### config.mk
export PLATFORM = sky130hd
export DESIGN_NAME = vrd_top
export DESIGN_NICKNAME = d
export VERILOG_FILES = /design/src/verilog/vrd_pkg.sv /design/src/verilog/vrd_top.sv
export SDC_FILE = /design/constraint.sdc
export NUM_CORES = 1
export LEC_CHECK = 0
export ABC_AREA = 1
export BUFFER_PORTS_ARGS = -buffer_cell sky130_fd_sc_hd__buf_2
export CORE_UTILIZATION = 24
export DETAILED_ROUTE_END_ITERATION = 10
export GPL_TIMING_DRIVEN = 0
export PLACE_DENSITY_LB_ADDON = 0.05
export SYNTH_ARGS = -nofsm -noshare
export SYNTH_HDL_FRONTEND = slang
export SYNTH_SLANG_ARGS = --single-unit
### constraint.sdc
create_clock -name clk -period 2.4 [get_ports clk]
set_clock_uncertainty 0.1 [all_clocks]
set_input_delay 0.72 -clock clk [delete_from_list [all_inputs] [get_ports clk]]
set_output_delay 0.72 -clock clk [all_outputs]
set_load 0.005 [all_outputs]
### src/verilog/vrd_pkg.sv
package vrd_pkg;
    // Register byte offsets
    localparam logic [7:0] OFS_REF8_CONTROL0 = 8'h00;
    localparam logic [7:0] OFS_REF8_LEVEL = 8'h04;
    localparam logic [7:0] OFS_REF5_CONTROL0 = 8'h08;
    localparam logic [7:0] OFS_REF5_LEVEL = 8'h0C;
    localparam logic [7:0] OFS_STATUS = 8'h10;
    // Writable bit masks, unimplemented bits clear
    localparam logic [7:0] MASK_REF8_CONTROL0 = 8'hBD;
    localparam logic [7:0] MASK_REF8_LEVEL = 8'hFF;
    localparam logic [7:0] MASK_REF5_CONTROL0 = 8'hED;
    localparam logic [7:0] MASK_REF5_LEVEL = 8'h1F;
    // Reset values
    localparam logic [7:0] RST_CONTROL = 8'h00;
    localparam logic [7:0] RST_LEVEL = 8'h00;
    // Shared control field positions
    localparam int BIT_ENABLE = 7;
    localparam int BIT_LP_SOURCE = 6;
    localparam int BIT_OUT1 = 5;
    localparam int BIT_OUT2 = 4;
    localparam int BIT_PSS_HI = 3;
    localparam int BIT_PSS_LO = 2;
    localparam int BIT_NSS = 0;
    localparam int REF5_CODE_W = 5;
    // Positive source codes
    localparam logic [1:0] PSS_SUPPLY = 2'h0;
    localparam logic [1:0] PSS_REF_PIN = 2'h1;
    localparam logic [1:0] PSS_FIXED = 2'h2;
    localparam logic [1:0] PSS_RESERVED = 2'h3;
    // Low-power clamp codes
    localparam logic [4:0] CODE_CLAMP_POS = 5'h1F;
    localparam logic [4:0] CODE_CLAMP_NEG = 5'h00;
    // Status bit positions
    localparam int ST_REF8_ON = 0;
    localparam int ST_REF5_ON = 1;
    localparam int ST_CLAMP_POS = 2;
    localparam int ST_CLAMP_NEG = 3;
    localparam int ST_SLEEP = 4;
endpackage : vrd_pkg

### src/verilog/vrd_top.sv
`timescale 1ns/1ps
module vrd_top
    import vrd_pkg::*;
#(
    parameter int REF8_CODE_W = 8
) (
    // Clock and reset
    input wire logic clk,
    input wire logic rst,
    // APB slave
    input wire logic [7:0] paddr,
    input wire logic psel,
    input wire logic penable,
    input wire logic pwrite,
    input wire logic [31:0] pwdata,
    input wire logic [3:0] pstrb,
    output logic [31:0] prdata,
    output logic pready,
    output logic pslverr,
    // Power state
    input wire logic sleep_mode,
    // 8-bit ladder switches
    output logic ref8_ladder_on,
    output logic [2:0] ref8_pos_switch,
    output logic ref8_neg_to_pin,
    output logic [REF8_CODE_W-1:0] ref8_tap,
    // 8-bit pin routing
    output logic ref8_pin1_connect,
    output logic ref8_pin2_connect,
    input wire logic ref8_pin1_in,
    input wire logic ref8_pin2_in,
    output logic ref8_pin1_rd,
    output logic ref8_pin2_rd,
    // 5-bit ladder switches
    output logic ref5_ladder_on,
    output logic [2:0] ref5_pos_switch,
    output logic ref5_neg_to_pin,
    output logic ref5_pos_connect,
    output logic ref5_neg_connect,
    output logic [REF5_CODE_W-1:0] ref5_tap,
    output logic ref5_clamp_pos,
    output logic ref5_clamp_neg,
    // 5-bit pin routing
    output logic ref5_pin_connect,
    input wire logic ref5_pin_in,
    output logic ref5_pin_rd
);

////////////////////////////////////////////////////////////////////////////////
// Registers
logic [7:0] ref8_control0_q;
logic [7:0] ref8_control0_d;
logic [7:0] ref8_level_q;
logic [7:0] ref8_level_d;
logic [7:0] ref5_control0_q;
logic [7:0] ref5_control0_d;
logic [7:0] ref5_level_q;
logic [7:0] ref5_level_d;
logic [31:0] prdata_q;
logic [31:0] prdata_d;

////////////////////////////////////////////////////////////////////////////////
// APB decode
wire setup_ph = psel & ~penable;
wire access_ph = psel & penable;
wire wr_lane0 = access_ph & pwrite & pstrb[0];
wire hit_r8c0 = (paddr == OFS_REF8_CONTROL0);
wire hit_r8lv = (paddr == OFS_REF8_LEVEL);
wire hit_r5c0 = (paddr == OFS_REF5_CONTROL0);
wire hit_r5lv = (paddr == OFS_REF5_LEVEL);
wire hit_stat = (paddr == OFS_STATUS);
wire hit_any = hit_r8c0 | hit_r8lv | hit_r5c0 | hit_r5lv | hit_stat;
wire wr_r8c0 = wr_lane0 & hit_r8c0;
wire wr_r8lv = wr_lane0 & hit_r8lv;
wire wr_r5c0 = wr_lane0 & hit_r5c0;
wire wr_r5lv = wr_lane0 & hit_r5lv;

// Zero wait states; error on unmapped address or status write
assign pready = 1'b1;
assign pslverr = access_ph & (~hit_any | (pwrite & hit_stat));
assign prdata = prdata_q;

////////////////////////////////////////////////////////////////////////////////
// Register next values
// Unimplemented bits masked off on write
assign ref8_control0_d = wr_r8c0 ? (pwdata[7:0] & MASK_REF8_CONTROL0)
                                 : ref8_control0_q;
assign ref8_level_d = wr_r8lv ? (pwdata[7:0] & MASK_REF8_LEVEL)
                              : ref8_level_q;
assign ref5_control0_d = wr_r5c0 ? (pwdata[7:0] & MASK_REF5_CONTROL0)
                                 : ref5_control0_q;
assign ref5_level_d = wr_r5lv ? (pwdata[7:0] & MASK_REF5_LEVEL)
                              : ref5_level_q;

// Control registers; sleep and wake never touch them
always_ff @(posedge clk or posedge rst) begin
    if (rst) begin
        ref8_control0_q <= RST_CONTROL;
        ref8_level_q <= RST_LEVEL;
        ref5_control0_q <= RST_CONTROL;
        ref5_level_q <= RST_LEVEL;
    end else begin
        ref8_control0_q <= ref8_control0_d;
        ref8_level_q <= ref8_level_d;
        ref5_control0_q <= ref5_control0_d;
        ref5_level_q <= ref5_level_d;
    end
end

////////////////////////////////////////////////////////////////////////////////
// Field views
wire r8_en = ref8_control0_q[BIT_ENABLE];
wire r8_oe1 = ref8_control0_q[BIT_OUT1];
wire r8_oe2 = ref8_control0_q[BIT_OUT2];
wire [1:0] r8_pss = ref8_control0_q[BIT_PSS_HI:BIT_PSS_LO];
wire r8_nss = ref8_control0_q[BIT_NSS];
wire r5_en = ref5_control0_q[BIT_ENABLE];
wire r5_lps = ref5_control0_q[BIT_LP_SOURCE];
wire r5_oe = ref5_control0_q[BIT_OUT1];
wire [1:0] r5_pss = ref5_control0_q[BIT_PSS_HI:BIT_PSS_LO];
wire r5_nss = ref5_control0_q[BIT_NSS];
wire [REF5_CODE_W-1:0] r5_code = ref5_level_q[REF5_CODE_W-1:0];

// Positive source one-hot: supply, ref pin, fixed_reference
function automatic logic [2:0] pos_onehot(input logic [1:0] sel);
    logic [2:0] oh;
    oh = 3'h0;
    unique case (sel)
        PSS_SUPPLY: oh = 3'h1;
        PSS_REF_PIN: oh = 3'h2;
        PSS_FIXED: oh = 3'h4;
        PSS_RESERVED: oh = 3'h0;
    endcase
    return oh;
endfunction : pos_onehot

////////////////////////////////////////////////////////////////////////////////
// Decoded switch controls for the ladders
wire r5_clamp_pos_d = ~r5_en & r5_lps & (r5_code == CODE_CLAMP_POS);
wire r5_clamp_neg_d = ~r5_en & ~r5_lps & (r5_code == CODE_CLAMP_NEG);
wire r5_live = r5_en | r5_clamp_pos_d | r5_clamp_neg_d;
wire [2:0] r8_pos_d = r8_en ? pos_onehot(r8_pss) : 3'h0;
wire [2:0] r5_pos_d = r5_live ? pos_onehot(r5_pss) : 3'h0;
// Source disconnect while in low-power state
wire r5_pos_con_d = r5_en | r5_lps;
wire r5_neg_con_d = r5_en | ~r5_lps;
wire [REF5_CODE_W-1:0] r5_tap_d = r5_live ? r5_code : CODE_CLAMP_NEG;
wire [REF8_CODE_W-1:0] r8_tap_d = r8_en ? ref8_level_q[REF8_CODE_W-1:0]
                                        : {REF8_CODE_W{1'b0}};
wire r8_pin1_d = r8_oe1;
wire r8_pin2_d = r8_oe2;
wire r5_pin_d = r5_oe;

// Switch outputs, one edge after the register update
always_ff @(posedge clk or posedge rst) begin
    if (rst) begin
        ref8_ladder_on <= 1'b0;
        ref8_pos_switch <= 3'h0;
        ref8_neg_to_pin <= 1'b0;
        ref8_tap <= '0;
        ref8_pin1_connect <= 1'b0;
        ref8_pin2_connect <= 1'b0;
    end else begin
        ref8_ladder_on <= r8_en;
        ref8_pos_switch <= r8_pos_d;
        ref8_neg_to_pin <= r8_en & r8_nss;
        ref8_tap <= r8_tap_d;
        ref8_pin1_connect <= r8_pin1_d;
        ref8_pin2_connect <= r8_pin2_d;
    end
end

// 5-bit converter switch outputs
always_ff @(posedge clk or posedge rst) begin
    if (rst) begin
        ref5_ladder_on <= 1'b0;
        ref5_pos_switch <= 3'h0;
        ref5_neg_to_pin <= 1'b0;
        ref5_pos_connect <= 1'b0;
        ref5_neg_connect <= 1'b0;
        ref5_tap <= '0;
        ref5_clamp_pos <= 1'b0;
        ref5_clamp_neg <= 1'b0;
        ref5_pin_connect <= 1'b0;
    end else begin
        ref5_ladder_on <= r5_en;
        ref5_pos_switch <= r5_pos_d;
        ref5_neg_to_pin <= r5_live & r5_nss;
        ref5_pos_connect <= r5_pos_con_d;
        ref5_neg_connect <= r5_neg_con_d;
        ref5_tap <= r5_tap_d;
        ref5_clamp_pos <= r5_clamp_pos_d;
        ref5_clamp_neg <= r5_clamp_neg_d;
        ref5_pin_connect <= r5_pin_d;
    end
end

////////////////////////////////////////////////////////////////////////////////
// Pin read path; routed pins read as zero
always_ff @(posedge clk or posedge rst) begin
    if (rst) begin
        ref8_pin1_rd <= 1'b0;
        ref8_pin2_rd <= 1'b0;
        ref5_pin_rd <= 1'b0;
    end else begin
        ref8_pin1_rd <= ref8_pin1_in & ~ref8_pin1_connect;
        ref8_pin2_rd <= ref8_pin2_in & ~ref8_pin2_connect;
        ref5_pin_rd <= ref5_pin_in & ~ref5_pin_connect;
    end
end

////////////////////////////////////////////////////////////////////////////////
// Read data, captured in the setup cycle
logic [7:0] status_v;
assign status_v = {3'h0, sleep_mode, ref5_clamp_neg, ref5_clamp_pos,
                   ref5_ladder_on, ref8_ladder_on};

// Read mux
always_comb begin
    prdata_d = prdata_q;
    if (setup_ph && !pwrite) begin
        prdata_d = 32'h0;
        if (hit_r8c0) begin
            prdata_d[7:0] = ref8_control0_q & MASK_REF8_CONTROL0;
        end
        if (hit_r8lv) begin
            prdata_d[7:0] = ref8_level_q;
        end
        if (hit_r5c0) begin
            prdata_d[7:0] = ref5_control0_q;
        end
        if (hit_r5lv) begin
            prdata_d[7:0] = ref5_level_q & MASK_REF5_LEVEL;
        end
        if (hit_stat) begin
            prdata_d[7:0] = status_v;
        end
    end
end

// Read data register
always_ff @(posedge clk or posedge rst) begin
    if (rst) begin
        prdata_q <= 32'h0;
    end else begin
        prdata_q <= prdata_d;
    end
end
endmodule : vrd_top

==> results of run 1 <==
-- placed cells by master (no fill, tap or decap), types with 7 or more instances in the layout --
| cell | instances |
|---|---|
| sky130_fd_sc_hd__buf_2 | 67 |
| sky130_fd_sc_hd__dfrtp_1 | 66 |
| sky130_fd_sc_hd__buf_4 | 32 |
| sky130_fd_sc_hd__nor2_1 | 19 |
| sky130_fd_sc_hd__nand2_1 | 75 |
| sky130_fd_sc_hd__o21ai_2 | 20 |
| sky130_fd_sc_hd__nand3_1 | 13 |
| sky130_fd_sc_hd__conb_1 | 25 |
| sky130_fd_sc_hd__inv_1 | 41 |
| sky130_fd_sc_hd__clkbuf_16 | 9 |
| sky130_fd_sc_hd__nor2_4 | 7 |
| sky130_fd_sc_hd__nand2_2 | 8 |
-- cell usage after synthesis --
master | n | area share, %
sky130_fd_sc_hd__a31oi_1 | 1 | 0.20
sky130_fd_sc_hd__buf_4 | 25 | 6.1
sky130_fd_sc_hd__buf_6 | 3 | 1.1
sky130_fd_sc_hd__buf_8 | 1 | 0.49
sky130_fd_sc_hd__clkbuf_1 | 1 | 0.12
sky130_fd_sc_hd__conb_1 | 2 | 0.24
sky130_fd_sc_hd__dfrtp_1 | 66 | 54
sky130_fd_sc_hd__inv_1 | 42 | 5.1
sky130_fd_sc_hd__inv_2 | 2 | 0.24
sky130_fd_sc_hd__inv_4 | 1 | 0.20
sky130_fd_sc_hd__nand2_1 | 75 | 9.2
sky130_fd_sc_hd__nand2_2 | 9 | 1.8
sky130_fd_sc_hd__nand2_4 | 2 | 0.73
sky130_fd_sc_hd__nand3_1 | 14 | 2.3
sky130_fd_sc_hd__nand3_2 | 2 | 0.65
sky130_fd_sc_hd__nand3_4 | 2 | 1.1
sky130_fd_sc_hd__nand4_1 | 4 | 0.81
sky130_fd_sc_hd__nor2_1 | 20 | 2.4
sky130_fd_sc_hd__nor2_2 | 3 | 0.61
sky130_fd_sc_hd__nor2_4 | 4 | 1.5
sky130_fd_sc_hd__nor2_8 | 1 | 0.65
sky130_fd_sc_hd__nor3_1 | 6 | 0.98
sky130_fd_sc_hd__nor3_4 | 4 | 2.1
sky130_fd_sc_hd__o211ai_1 | 1 | 0.24
sky130_fd_sc_hd__o21a_1 | 1 | 0.24
sky130_fd_sc_hd__o21ai_0 | 1 | 0.16
sky130_fd_sc_hd__o21ai_1 | 5 | 0.81
sky130_fd_sc_hd__o21ai_2 | 20 | 5.7
sky130_fd_sc_hd__o2bb2ai_1 | 1 | 0.29
-- cells by family after synthesis --
family,Yosys count,synth area share (%)
AOI/OAI and AO/OA,30,7.661
buffers and inverters,75,13.41
DFF,66,53.79
and+or+nand+nor,146,24.90
other,2,0.2446
-- what timing repair did --
item,CTS,global route
buffers inserted,3,4
pin swaps,3,6
endpoints found under the hold margin,0,0
resized for setup,3,8
endpoints found under the setup margin,1,1
-- registers in the layout, indices dropped and copies added (netlist names), 3 cells and up --
name / cells
prdata: 8
ref8_level_q: 8
ref8_tap: 8
ref5_control0_q: 6
ref8_control0_q: 6
ref5_level_q: 5
ref5_tap: 5
ref5_pos_switch: 3
ref8_pos_switch: 3
-- report_power, final --
group          switching [mW]  internal, mW  total (mW)
combinational           0.103        0.0727       0.175
clock                   0.498         0.939        1.44
sequential            0.00791          1.13        1.13
-- final cells by class --
class	count	area share (%)
clock inverter	6	2.175
tap	168	5.076
inverter	45	4.471
clock buffer	10	5.770
buffer	29	5.438
multi-input combinational	201	27.34
sequential	66	39.88
timing repair buffer	75	9.849
-- worst max path at each step --
| stage | from | endpoint | slack (ns) | depth (start not counted) |
|---|---|---|---|---|
| after floorplan | paddr[1] | pslverr | 0.21 | 5 |
| after global placement | paddr[1] | pslverr | -0.21 | 7 |
| after detailed placement | paddr[1] | pslverr | -0.21 | 7 |
| after global routing | paddr[0] | pslverr | -0.01 | 7 |
| final | paddr[7] | pslverr | 0.04 | 7 |
| after CTS | paddr[1] | pslverr | 0.007 | 7 |
-- stage by stage --
stage | power, mW | setup TNS [ns]
6_report | 2.746 | 0
5_1_grt | 2.854 | -0.01375
4_1_cts | 2.772 | 0
3_5_place_dp | 1.326 | -0.2098
3_3_place_gp | 1.323 | -0.2110
2_1_floorplan | 1.263 | 0
-- worst max-delay path, stage by stage --
cell,delay (ns)
sky130_fd_sc_hd__buf_2,0.10
sky130_fd_sc_hd__nor2_4,0.05
sky130_fd_sc_hd__nand2_4,0.13
sky130_fd_sc_hd__clkinv_8,0.07
sky130_fd_sc_hd__a31oi_1,0.20
sky130_fd_sc_hd__o2bb2ai_2,0.14
sky130_fd_sc_hd__buf_2,0.13
-- metal layers --
| metal | track usage, % | wire length, um | up-vias |
|---|---|---|---|
| li1 | - | - | 1163 |
| met5 | 0 | 0 | - |
| met4 | 3.636 | 80 | 0 |
| met1 | 16.13 | 3447 | 1052 |
| met2 | 20.36 | 3603 | 58 |
| met3 | 3.690 | 339 | 6 |
==> flow_summary.rst, run 1 <==
.. list-table::
   :header-rows: 1

   * - Metric
     - Value
   * - Leakage power summed over all cells
     - between 2 and 2.5 nW
   * - Final #Nets
     - between 400 and 500
   * - Filler-free cell count of the finished design
     - 600
   * - Data arrival time of the worst path
     - 1.54 ns
   * - Total CTS buffers
     - 9
   * - Max Cap Viol
     - 0
   * - Launching element type of the critical path
     - input pin
   * - Number of global-route vias before repair
     - roughly 2,300
   * - CP Capture Type
     - primary output
   * - Maximum number of pins on one net before global-route repair
     - 36
   * - Worst Hold End
     - ref8_pin2_connect
   * - Total I/O pin count
     - 120
   * - Run status
     - completed
   * - Number of endpoints failing setup at the final stage
     - 0
   * - Synth Area per Inst
     - between 9 and 10 um^2
   * - Worst-skew pair later-pin latency
     - ~0.33 ns
   * - Clock Path Buffers
     - 2
   * - Die Span X
     - 115.1 um
   * - Antenna violations before repair
     - 0
   * - Final min period
     - between 2 and 2.5 ns
   * - Number of placement rows
     - 40
   * - Wire per inst
     - 12.45 um
   * - Number of input and output port buffers inserted
     - 67
   * - Mean number of vias per cell
     - between 3 and 4
   * - All-Layer GR Usage
     - roughly an eighth
   * - Worst-case hold slack
     - ~0.31 ns
   * - Setup slack of the critical path after layout
     - about 0.040 ns
   * - PD cells
     - 663.0 nW/um^2
   * - Synth-to-layout area growth
     - 34.88%
   * - Post-Route Utilization
     - roughly a third
   * - Worst vdd ir
     - 0.0003264 V
   * - # fillers
     - ~1,300
   * - Hold depth
     - 0
   * - Vias
     - roughly 2,300
   * - Unique cell type count in the Yosys netlist
     - 29
   * - Starting utilization of the core area
     - about a quarter
   * - Number of DRC markers after the initial detailed-route iteration
     - 83
   * - Synthesized instance count
     - ~320
   * - Multi-input logic area
     - approximately 1100 um^2
   * - Number of sinks on the clock net
     - 66
   * - Netlist area before placement
     - between 3000 and 4000 um^2
   * - Final weighted congestion in routability-driven placement
     - 0.7178
   * - WP data required
     - roughly 1.6 ns
   * - Minimum setup slack after placement
     - -0.2098 ns
   * - Number of H-tree branching levels
     - 3
   * - Max Freq
     - 423.7 MHz
   * - Estimated wirelength of the detail-placed design
     - about 5.7 mm
   * - Core footprint
     - roughly 12,000 um^2
   * - Post-route cell area
     - roughly 4100 um^2
   * - Max-slew headroom at the worst pin
     - between 50% and 60%
   * - Wire length of the first global-routing pass
     - between 10 and 15 mm
   * - Antenna Nets Post-Route
     - 0
   * - Post-synthesis sequential area ratio
     - between 50% and 60%
   * - CTS tree
     - built
   * - Sequential cell area
     - around 1700 um^2
   * - Slew at the pin closest to its max-slew limit
     - 0.7175 ns
   * - Grt total ovfl
     - 0
   * - Final worst-path cycle share
     - a little over nine tenths
   * - DRT Pass-1 Iters
     - 4
   * - Area of the die
     - approximately 13,000 um^2
   * - Area after detailed placement
     - between 3000 and 4000 um^2
   * - Number of cell instances on the worst register-to-register path
     - 5
   * - Chip height
     - 115.1 um
   * - Type of the worst setup path
     - in2out
   * - Maximum fanout along the worst path
     - 6
   * - Synthesis warning total
     - 0
   * - Setup slack of the worst register-to-register path
     - between 0.9 and 1 ns
   * - Residual DRC
     - 0
   * - Fin. max-slew vios
     - 0
   * - Final antenna diode count
     - 0
   * - Final hold viol count
     - 0
   * - Origin of the critical flop-to-flop path
     - ref5_control0_q[7]
   * - Start point of the worst min-delay path
     - ref8_control0_q[4]
   * - Flop and latch count out of synthesis
     - 66
   * - Worst r2r dst
     - ref5_pos_switch[2]
   * - Number of buffers inserted by hold repair at cts
     - 0
   * - Clock Root Buffer
     - sky130_fd_sc_hd__clkbuf_16
   * - Type of the most critical hold path
     - reg2reg
   * - Placed instance count
     - slightly below 600
   * - Layout cells sized above 1
     - 40.28%
   * - Wire length after detailed routing
     - 7.470 mm
   * - Clock edge transition at the registers on the reported setup and hold paths
     - 0.05 ns
Note: power is estimated with default switching activity, not from simulation.
==> run 2: changes to the inputs <==
--- a/config.mk
+++ b/config.mk
@@ -7,10 +7,13 @@
 export LEC_CHECK = 0
 export ABC_AREA = 1
 export BUFFER_PORTS_ARGS = -buffer_cell sky130_fd_sc_hd__buf_2
+export CELL_PAD_IN_SITES_DETAIL_PLACEMENT = 1
+export CELL_PAD_IN_SITES_GLOBAL_PLACEMENT = 2
 export CORE_UTILIZATION = 24
 export DETAILED_ROUTE_END_ITERATION = 10
 export GPL_TIMING_DRIVEN = 0
 export PLACE_DENSITY_LB_ADDON = 0.05
+export SETUP_SLACK_MARGIN = 0.1
 export SYNTH_ARGS = -nofsm -noshare
 export SYNTH_HDL_FRONTEND = slang
 export SYNTH_SLANG_ARGS = --single-unit
==> flow_summary.rst, run 2 (synthesis results as in run 1) <==
.. list-table::
   :header-rows: 1

   * - Metric
     - Value
   * - Run status
     - completed
   * - Maximum number of pins on one net before global-route repair
     - 30
   * - Highest-count cells in the layout ignoring fill and taps
     - 75 x sky130_fd_sc_hd__nand2_1, 66 x sky130_fd_sc_hd__dfrtp_1, 61 x sky130_fd_sc_hd__buf_2
   * - Max Cap Viol
     - 0
   * - Total I/O pin count
     - between 100 and 150
   * - Wire per inst
     - ~14 um
   * - Number of H-tree branching levels
     - 3
   * - Antenna Nets Post-Route
     - 0
   * - WP data required
     - between 1.5 and 2 ns
   * - Clock Root Buffer
     - sky130_fd_sc_hd__clkbuf_16
   * - Number of DRC markers after the initial detailed-route iteration
     - 80
   * - CTS tree
     - built
   * - Final total negative setup slack
     - 0 ns
   * - Final antenna diode count
     - 0
   * - Antenna violations before repair
     - 0
   * - Fraction of power spent switching nets
     - between 20% and 30%
   * - Number of sinks on the clock net
     - 66
   * - Final hold viol count
     - 0
   * - Mean number of vias per cell
     - 3.922
   * - Estimated wirelength of the detail-placed design
     - 6.233 mm
   * - Starting utilization of the core area
     - approximately a quarter
   * - CP Capture Type
     - primary output
   * - Number of input and output port buffers inserted
     - between 60 and 70
   * - Total CTS buffers
     - 9
   * - Area of the die
     - between 10,000 and 15,000 um^2
   * - Internal portion of total power
     - 2.070 mW
   * - Slew at the pin closest to its max-slew limit
     - a little over 0.5 ns
   * - Placed instance count
     - 579
   * - Layout cells sized above 1
     - between 40 and 50%
   * - Synth-to-layout area growth
     - 37.29%
   * - Type of the worst setup path
     - in2out
   * - Number of global-route vias before repair
     - ~2,500
   * - Clock edge transition at the registers on the reported setup and hold paths
     - around 0.06 ns
   * - Final #Nets
     - 484
   * - Post-Route Utilization
     - 34.38%
   * - Vias
     - approximately 2,400
   * - Setup slack of the critical path after layout
     - 0.05880 ns
   * - Most common cell after layout, fill and taps aside
     - sky130_fd_sc_hd__nand2_1
   * - Launching element type of the critical path
     - input pin
   * - Grt total ovfl
     - 0
   * - Final min period
     - between 2 and 2.5 ns
   * - Data arrival time of the worst path
     - between 1.5 and 2 ns
   * - Number of buffers inserted by hold repair at cts
     - 0
   * - Die Span X
     - between 100 and 150 um
   * - All-Layer GR Usage
     - between 10 and 15%
   * - Minimum setup slack after placement
     - -0.2394 ns
   * - Filler-free cell count of the finished design
     - about 600
   * - Wire length of the first global-routing pass
     - 13.01 mm
   * - Type of the most critical hold path
     - in2async
   * - Clock Path Buffers
     - 2
   * - Core footprint
     - between 10,000 and 15,000 um^2
   * - Proportion of power drawn by flip-flops and latches
     - a little over two fifths
   * - Number of endpoints failing setup at the final stage
     - 0
   * - RSZ-0062 raised after global routing
     - yes
   * - Share of total power in the clock network
     - between 50% and 60%
   * - Leakage power summed over all cells
     - approximately 2.3 nW
   * - Chip height
     - ~120 um
   * - Fin. max-slew vios
     - 0
   * - PD cells
     - between 600 and 700 nW/um^2
   * - Maximum fanout along the worst path
     - 3
   * - Final weighted congestion in routability-driven placement
     - between 0.6 and 0.7
   * - Wire length after detailed routing
     - between 8 and 9 mm
   * - Residual DRC
     - 0
   * - Net switching component of the power
     - 0.6102 mW
   * - Total power after layout
     - 2.680 mW
   * - Max Freq
     - 427.1 MHz
   * - DRT Pass-1 Iters
     - 4
   * - Number of placement rows
     - 40
   * - Max-slew headroom at the worst pin
     - between 60% and 70%
   * - Logic gate share of total power
     - about 7.3%
   * - Final worst-path cycle share
     - 97.55%
   * - Worst-skew pair later-pin latency
     - 0.33 ns
   * - Worst vdd ir
     - just over 0.0003 V
run 2: cell type report:
class	count	area (um^2)
Multi-Input combinational cell	201	1152
Fill cell	1439	8046
Tap cell	168	210.2
Timing Repair Buffer	78	476.7
Inverter	45	177.7
Buffer	30	240.2
Clock buffer	12	256.5
Clock inverter	4	50.05
Sequential cell	66	1652
run 2: stage by stage:
step	instance area, um^2	hold slack [ns]
final	4215	0.2361
after global routing	4215	0.2563
after detailed placement	3746	0.2967
after floorplan	3161	0.2744
after global placement	3706	0.2960
after CTS	4143	0.2332
run 2: worst paths after layout:
kind,startpoint,to,slack [ns],cells after the start
worst min register to register,ref8_control0_q[4],ref8_pin2_connect,0.31,0
worst max register to register,ref5_control0_q[7],ref5_pos_switch[2],0.96,5
max in group asynchronous,rst,prdata[7],1.30,4
worst min-delay path,rst,ref8_pin2_rd,0.24,2
min in group clk,ref8_control0_q[4],ref8_pin2_connect,0.31,0
worst max-delay path,paddr[7],pslverr,0.06,8
run 2: power by group through the flow:
stage | clock network (mW) | logic (mW) | registers (mW)
final | 1.35 | 0.195 | 1.13
after global routing | 1.42 | 0.218 | 1.13
after CTS | 1.38 | 0.189 | 1.13
after detailed placement | 0 | 0.180 | 1.15
after global placement | 0 | 0.171 | 1.15
after floorplan | 0 | 0.109 | 1.15
run 2: worst max-delay path, stage by stage:
cell,delay [ns]
sky130_fd_sc_hd__buf_6,0.09
sky130_fd_sc_hd__nor2_4,0.13
sky130_fd_sc_hd__nand2_4,0.10
sky130_fd_sc_hd__clkinv_4,0.06
sky130_fd_sc_hd__buf_8,0.09
sky130_fd_sc_hd__a31oi_4,0.07
sky130_fd_sc_hd__o2bb2ai_2,0.12
sky130_fd_sc_hd__buf_2,0.12
run 2: repair_timing:
action	CTS	global route
pin swaps	7	9
setup endpoints to repair	1	1
buffers inserted	5	4
gates resized for setup	11	11
run 2: per-layer routing:
metal	GRT usage [%]	wire [um]	vias to the layer above
met2	21.49	3897	62
met4	4.935	118	0
li1	-	-	1165
met3	3.163	396	10
met5	0	0	-
met1	17.61	3927	1132
==> run 3: changes to the inputs <==
--- a/config.mk
+++ b/config.mk
@@ -9,7 +9,7 @@
 export BUFFER_PORTS_ARGS = -buffer_cell sky130_fd_sc_hd__buf_2
 export CELL_PAD_IN_SITES_DETAIL_PLACEMENT = 1
 export CELL_PAD_IN_SITES_GLOBAL_PLACEMENT = 2
-export CORE_UTILIZATION = 24
+export CORE_UTILIZATION = 25
 export DETAILED_ROUTE_END_ITERATION = 10
 export GPL_TIMING_DRIVEN = 0
 export PLACE_DENSITY_LB_ADDON = 0.05
==> flow_summary.rst, run 3 (synthesis results as in run 1) <==
.. list-table::
   :header-rows: 1

   * - Metric
     - Value
   * - Run status
     - completed
   * - Maximum fanout along the worst path
     - 3
   * - Cell-by-cell listing of the critical path
     - buf_6 > nor2_4 > nand3_2 > nor2_4 > inv_1 > o2bb2ai_2 > buf_2
   * - Worst vdd ir
     - 0.0002694 V
   * - Slowest cell delay on critical path
     - roughly 0.15 ns
   * - Total I/O pin count
     - 120
   * - Chip height
     - 112.8 um
   * - Total CTS buffers
     - 9
   * - Mean number of vias per cell
     - a little over 4
   * - Met1 layer usage reported by global route
     - 18.08%
   * - PD cells
     - around 630 nW/um^2
   * - Maximum number of pins on one net before global-route repair
     - 39
   * - DRT Pass-1 Iters
     - 4
   * - Antenna violations before repair
     - 0
   * - Type of the most critical hold path
     - reg2reg
   * - Met2 Usage GRT
     - about 22%
   * - Number of placement rows
     - 40
   * - Estimated wirelength of the detail-placed design
     - approximately 6.2 mm
   * - Post-Route Utilization
     - 34.43%
   * - Residual DRC
     - 0
   * - RSZ-0062 raised after global routing
     - yes
   * - Grt total ovfl
     - 0
   * - Fin. max-slew vios
     - 0
   * - Worst path most repeated cell
     - sky130_fd_sc_hd__nor2_4
   * - Final #Nets
     - slightly below 500
   * - Hold depth
     - 1
   * - Highest-count cells in the layout ignoring fill and taps
     - 75 x sky130_fd_sc_hd__nand2_1, 66 x sky130_fd_sc_hd__dfrtp_1, 60 x sky130_fd_sc_hd__buf_2
   * - CP Capture Type
     - primary output
   * - Setup slack of the worst register-to-register path
     - 0.93 ns
   * - Wire per inst
     - 14.29 um
   * - Worst-skew pair later-pin latency
     - about 0.33 ns
   * - Wire length after detailed routing
     - between 8 and 9 mm
   * - Final antenna diode count
     - 0
   * - Launching element type of the critical path
     - input pin
   * - Synth-to-layout area growth
     - 34.68%
   * - Data arrival time of the worst path
     - ~1.5 ns
   * - Max Freq
     - approximately 430 MHz
   * - Number of global-route vias before repair
     - 2,537
   * - CP bufs+invs
     - 3
   * - Final worst-path cycle share
     - 97.95%
   * - Final min period
     - between 2 and 2.5 ns
   * - Number of H-tree branching levels
     - 3
   * - Total power after layout
     - around 2.6 mW
   * - Max Cap Viol
     - 0
   * - # fillers
     - 1,393
   * - Slew at the pin closest to its max-slew limit
     - roughly 0.89 ns
   * - Layout cells sized above 1
     - roughly two fifths
   * - Worst r2r dst
     - ref5_pos_switch[1]
   * - Gr busiest metal
     - met2
   * - Die Span X
     - 112.8 um
   * - Largest delay share family, worst path
     - simple AND/OR/NAND/NOR gates
   * - Number of endpoints failing setup at the final stage
     - 0
   * - Clock edge transition at the registers on the reported setup and hold paths
     - approximately 0.050 ns
   * - Leakage power summed over all cells
     - between 2 and 2.5 nW
   * - Origin of the critical flop-to-flop path
     - ref5_control0_q[7]
   * - Number of DRC markers after the initial detailed-route iteration
     - 70
   * - Wire length of the first global-routing pass
     - 13.22 mm
   * - Vias
     - around 2,400
   * - Core footprint
     - between 10,000 and 15,000 um^2
   * - Type of the worst setup path
     - in2out
   * - Start point of the worst min-delay path
     - ref5_pin_connect
   * - Number of cell instances on the worst register-to-register path
     - 5
   * - Most common cell after layout, fill and taps aside
     - sky130_fd_sc_hd__nand2_1
   * - WP data required
     - around 1.6 ns
   * - Crit path max-delay cell type
     - sky130_fd_sc_hd__nor2_4
   * - CTS tree
     - built
   * - Antenna Nets Post-Route
     - 0
   * - Final weighted congestion in routability-driven placement
     - 0.7307
   * - Worst Hold End
     - ref5_pin_rd
   * - Starting utilization of the core area
     - between 20% and 30%
   * - All-Layer GR Usage
     - 13.96%
   * - Max-slew headroom at the worst pin
     - about 41%
   * - Number of input and output port buffers inserted
     - 67
   * - Clock Root Buffer
     - sky130_fd_sc_hd__clkbuf_16
   * - Final hold viol count
     - 0
   * - Area of the die
     - approximately 13,000 um^2
   * - Met3 Resource Use GR
     - 3.428%
   * - Number of sinks on the clock net
     - 66
   * - Clock Path Buffers
     - 2
[run 3: cell types whose count changed in the layout (fill, tap and decap cells not counted)]
cell                         before  now
sky130_fd_sc_hd__buf_12           2    1
sky130_fd_sc_hd__buf_2           61   60
sky130_fd_sc_hd__buf_8            1    0
sky130_fd_sc_hd__bufinv_16        1    0
sky130_fd_sc_hd__clkbuf_8         2    3
sky130_fd_sc_hd__clkinv_2         1    0
sky130_fd_sc_hd__clkinvlp_4       3    4
sky130_fd_sc_hd__inv_1           40   41
sky130_fd_sc_hd__inv_2            3    2
[run 3: how the worst max path moves through the flow]
stage,from,end,slack (ns),depth (start not counted)
2_1_floorplan,paddr[1],pslverr,0.21,5
3_3_place_gp,paddr[1],pslverr,-0.27,7
3_5_place_dp,paddr[1],pslverr,-0.28,7
4_1_cts,paddr[5],pslverr,0.05,8
5_1_grt,paddr[7],pslverr,-0.01,7
6_report,paddr[7],pslverr,0.05,7
[run 3: metrics by stage]
stage                     area (um^2)  setup WS [ns]  setup TNS, ns  std cells  hold slack [ns]
after detailed placement         3700        -0.2823        -0.2823        557           0.3080
after floorplan                  3161         0.2110              0        342           0.2744
after CTS                        4100        0.04990              0        580           0.3158
after global placement           3680        -0.2702        -0.2702        556           0.2973
final                            4135        0.04911              0        580           0.3103
after global routing             4135       -0.01038       -0.01038        580           0.3303
[run 3: timing repair]
action                     CTS  global route
hold buffers                 0             0
buffers inserted             7             1
setup endpoints to repair    1             1
pin swaps                   10             3
gates resized for setup     13            11
[run 3: per-layer routing]
metal / vias to the layer above / part of all wire (%)
li1: 1159 / -
met1: 1152 / 46
met2: 79 / 47
met3: 11 / 5.1
met4: 0 / 2.3
met5: - / 0
[run 3: cell type report]
cell class	instances	area, um^2	share of cell area, %
plain buffers	29	225.2	5.446
repair buffers	76	451.7	10.92
clock inverters	3	22.52	0.5446
flip-flops and latches	66	1652	39.94
well taps	147	183.9	4.448
multi-input cells	201	1152	27.87
clock buffers	13	270.3	6.536
inverters	45	177.7	4.297
[run 3: report_power, final]
| part | switching (mW) | internal [mW] | total, mW | leakage (nW) |
|---|---|---|---|---|
| Sequential | 0.00766 | 1.13 | 1.13 | 0.897 |
| Combinational | 0.110 | 0.0803 | 0.190 | 1.21 |
| Clock | 0.480 | 0.784 | 1.26 | 0.134 |
| Total | 0.597 | 1.99 | 2.59 | 2.24 |
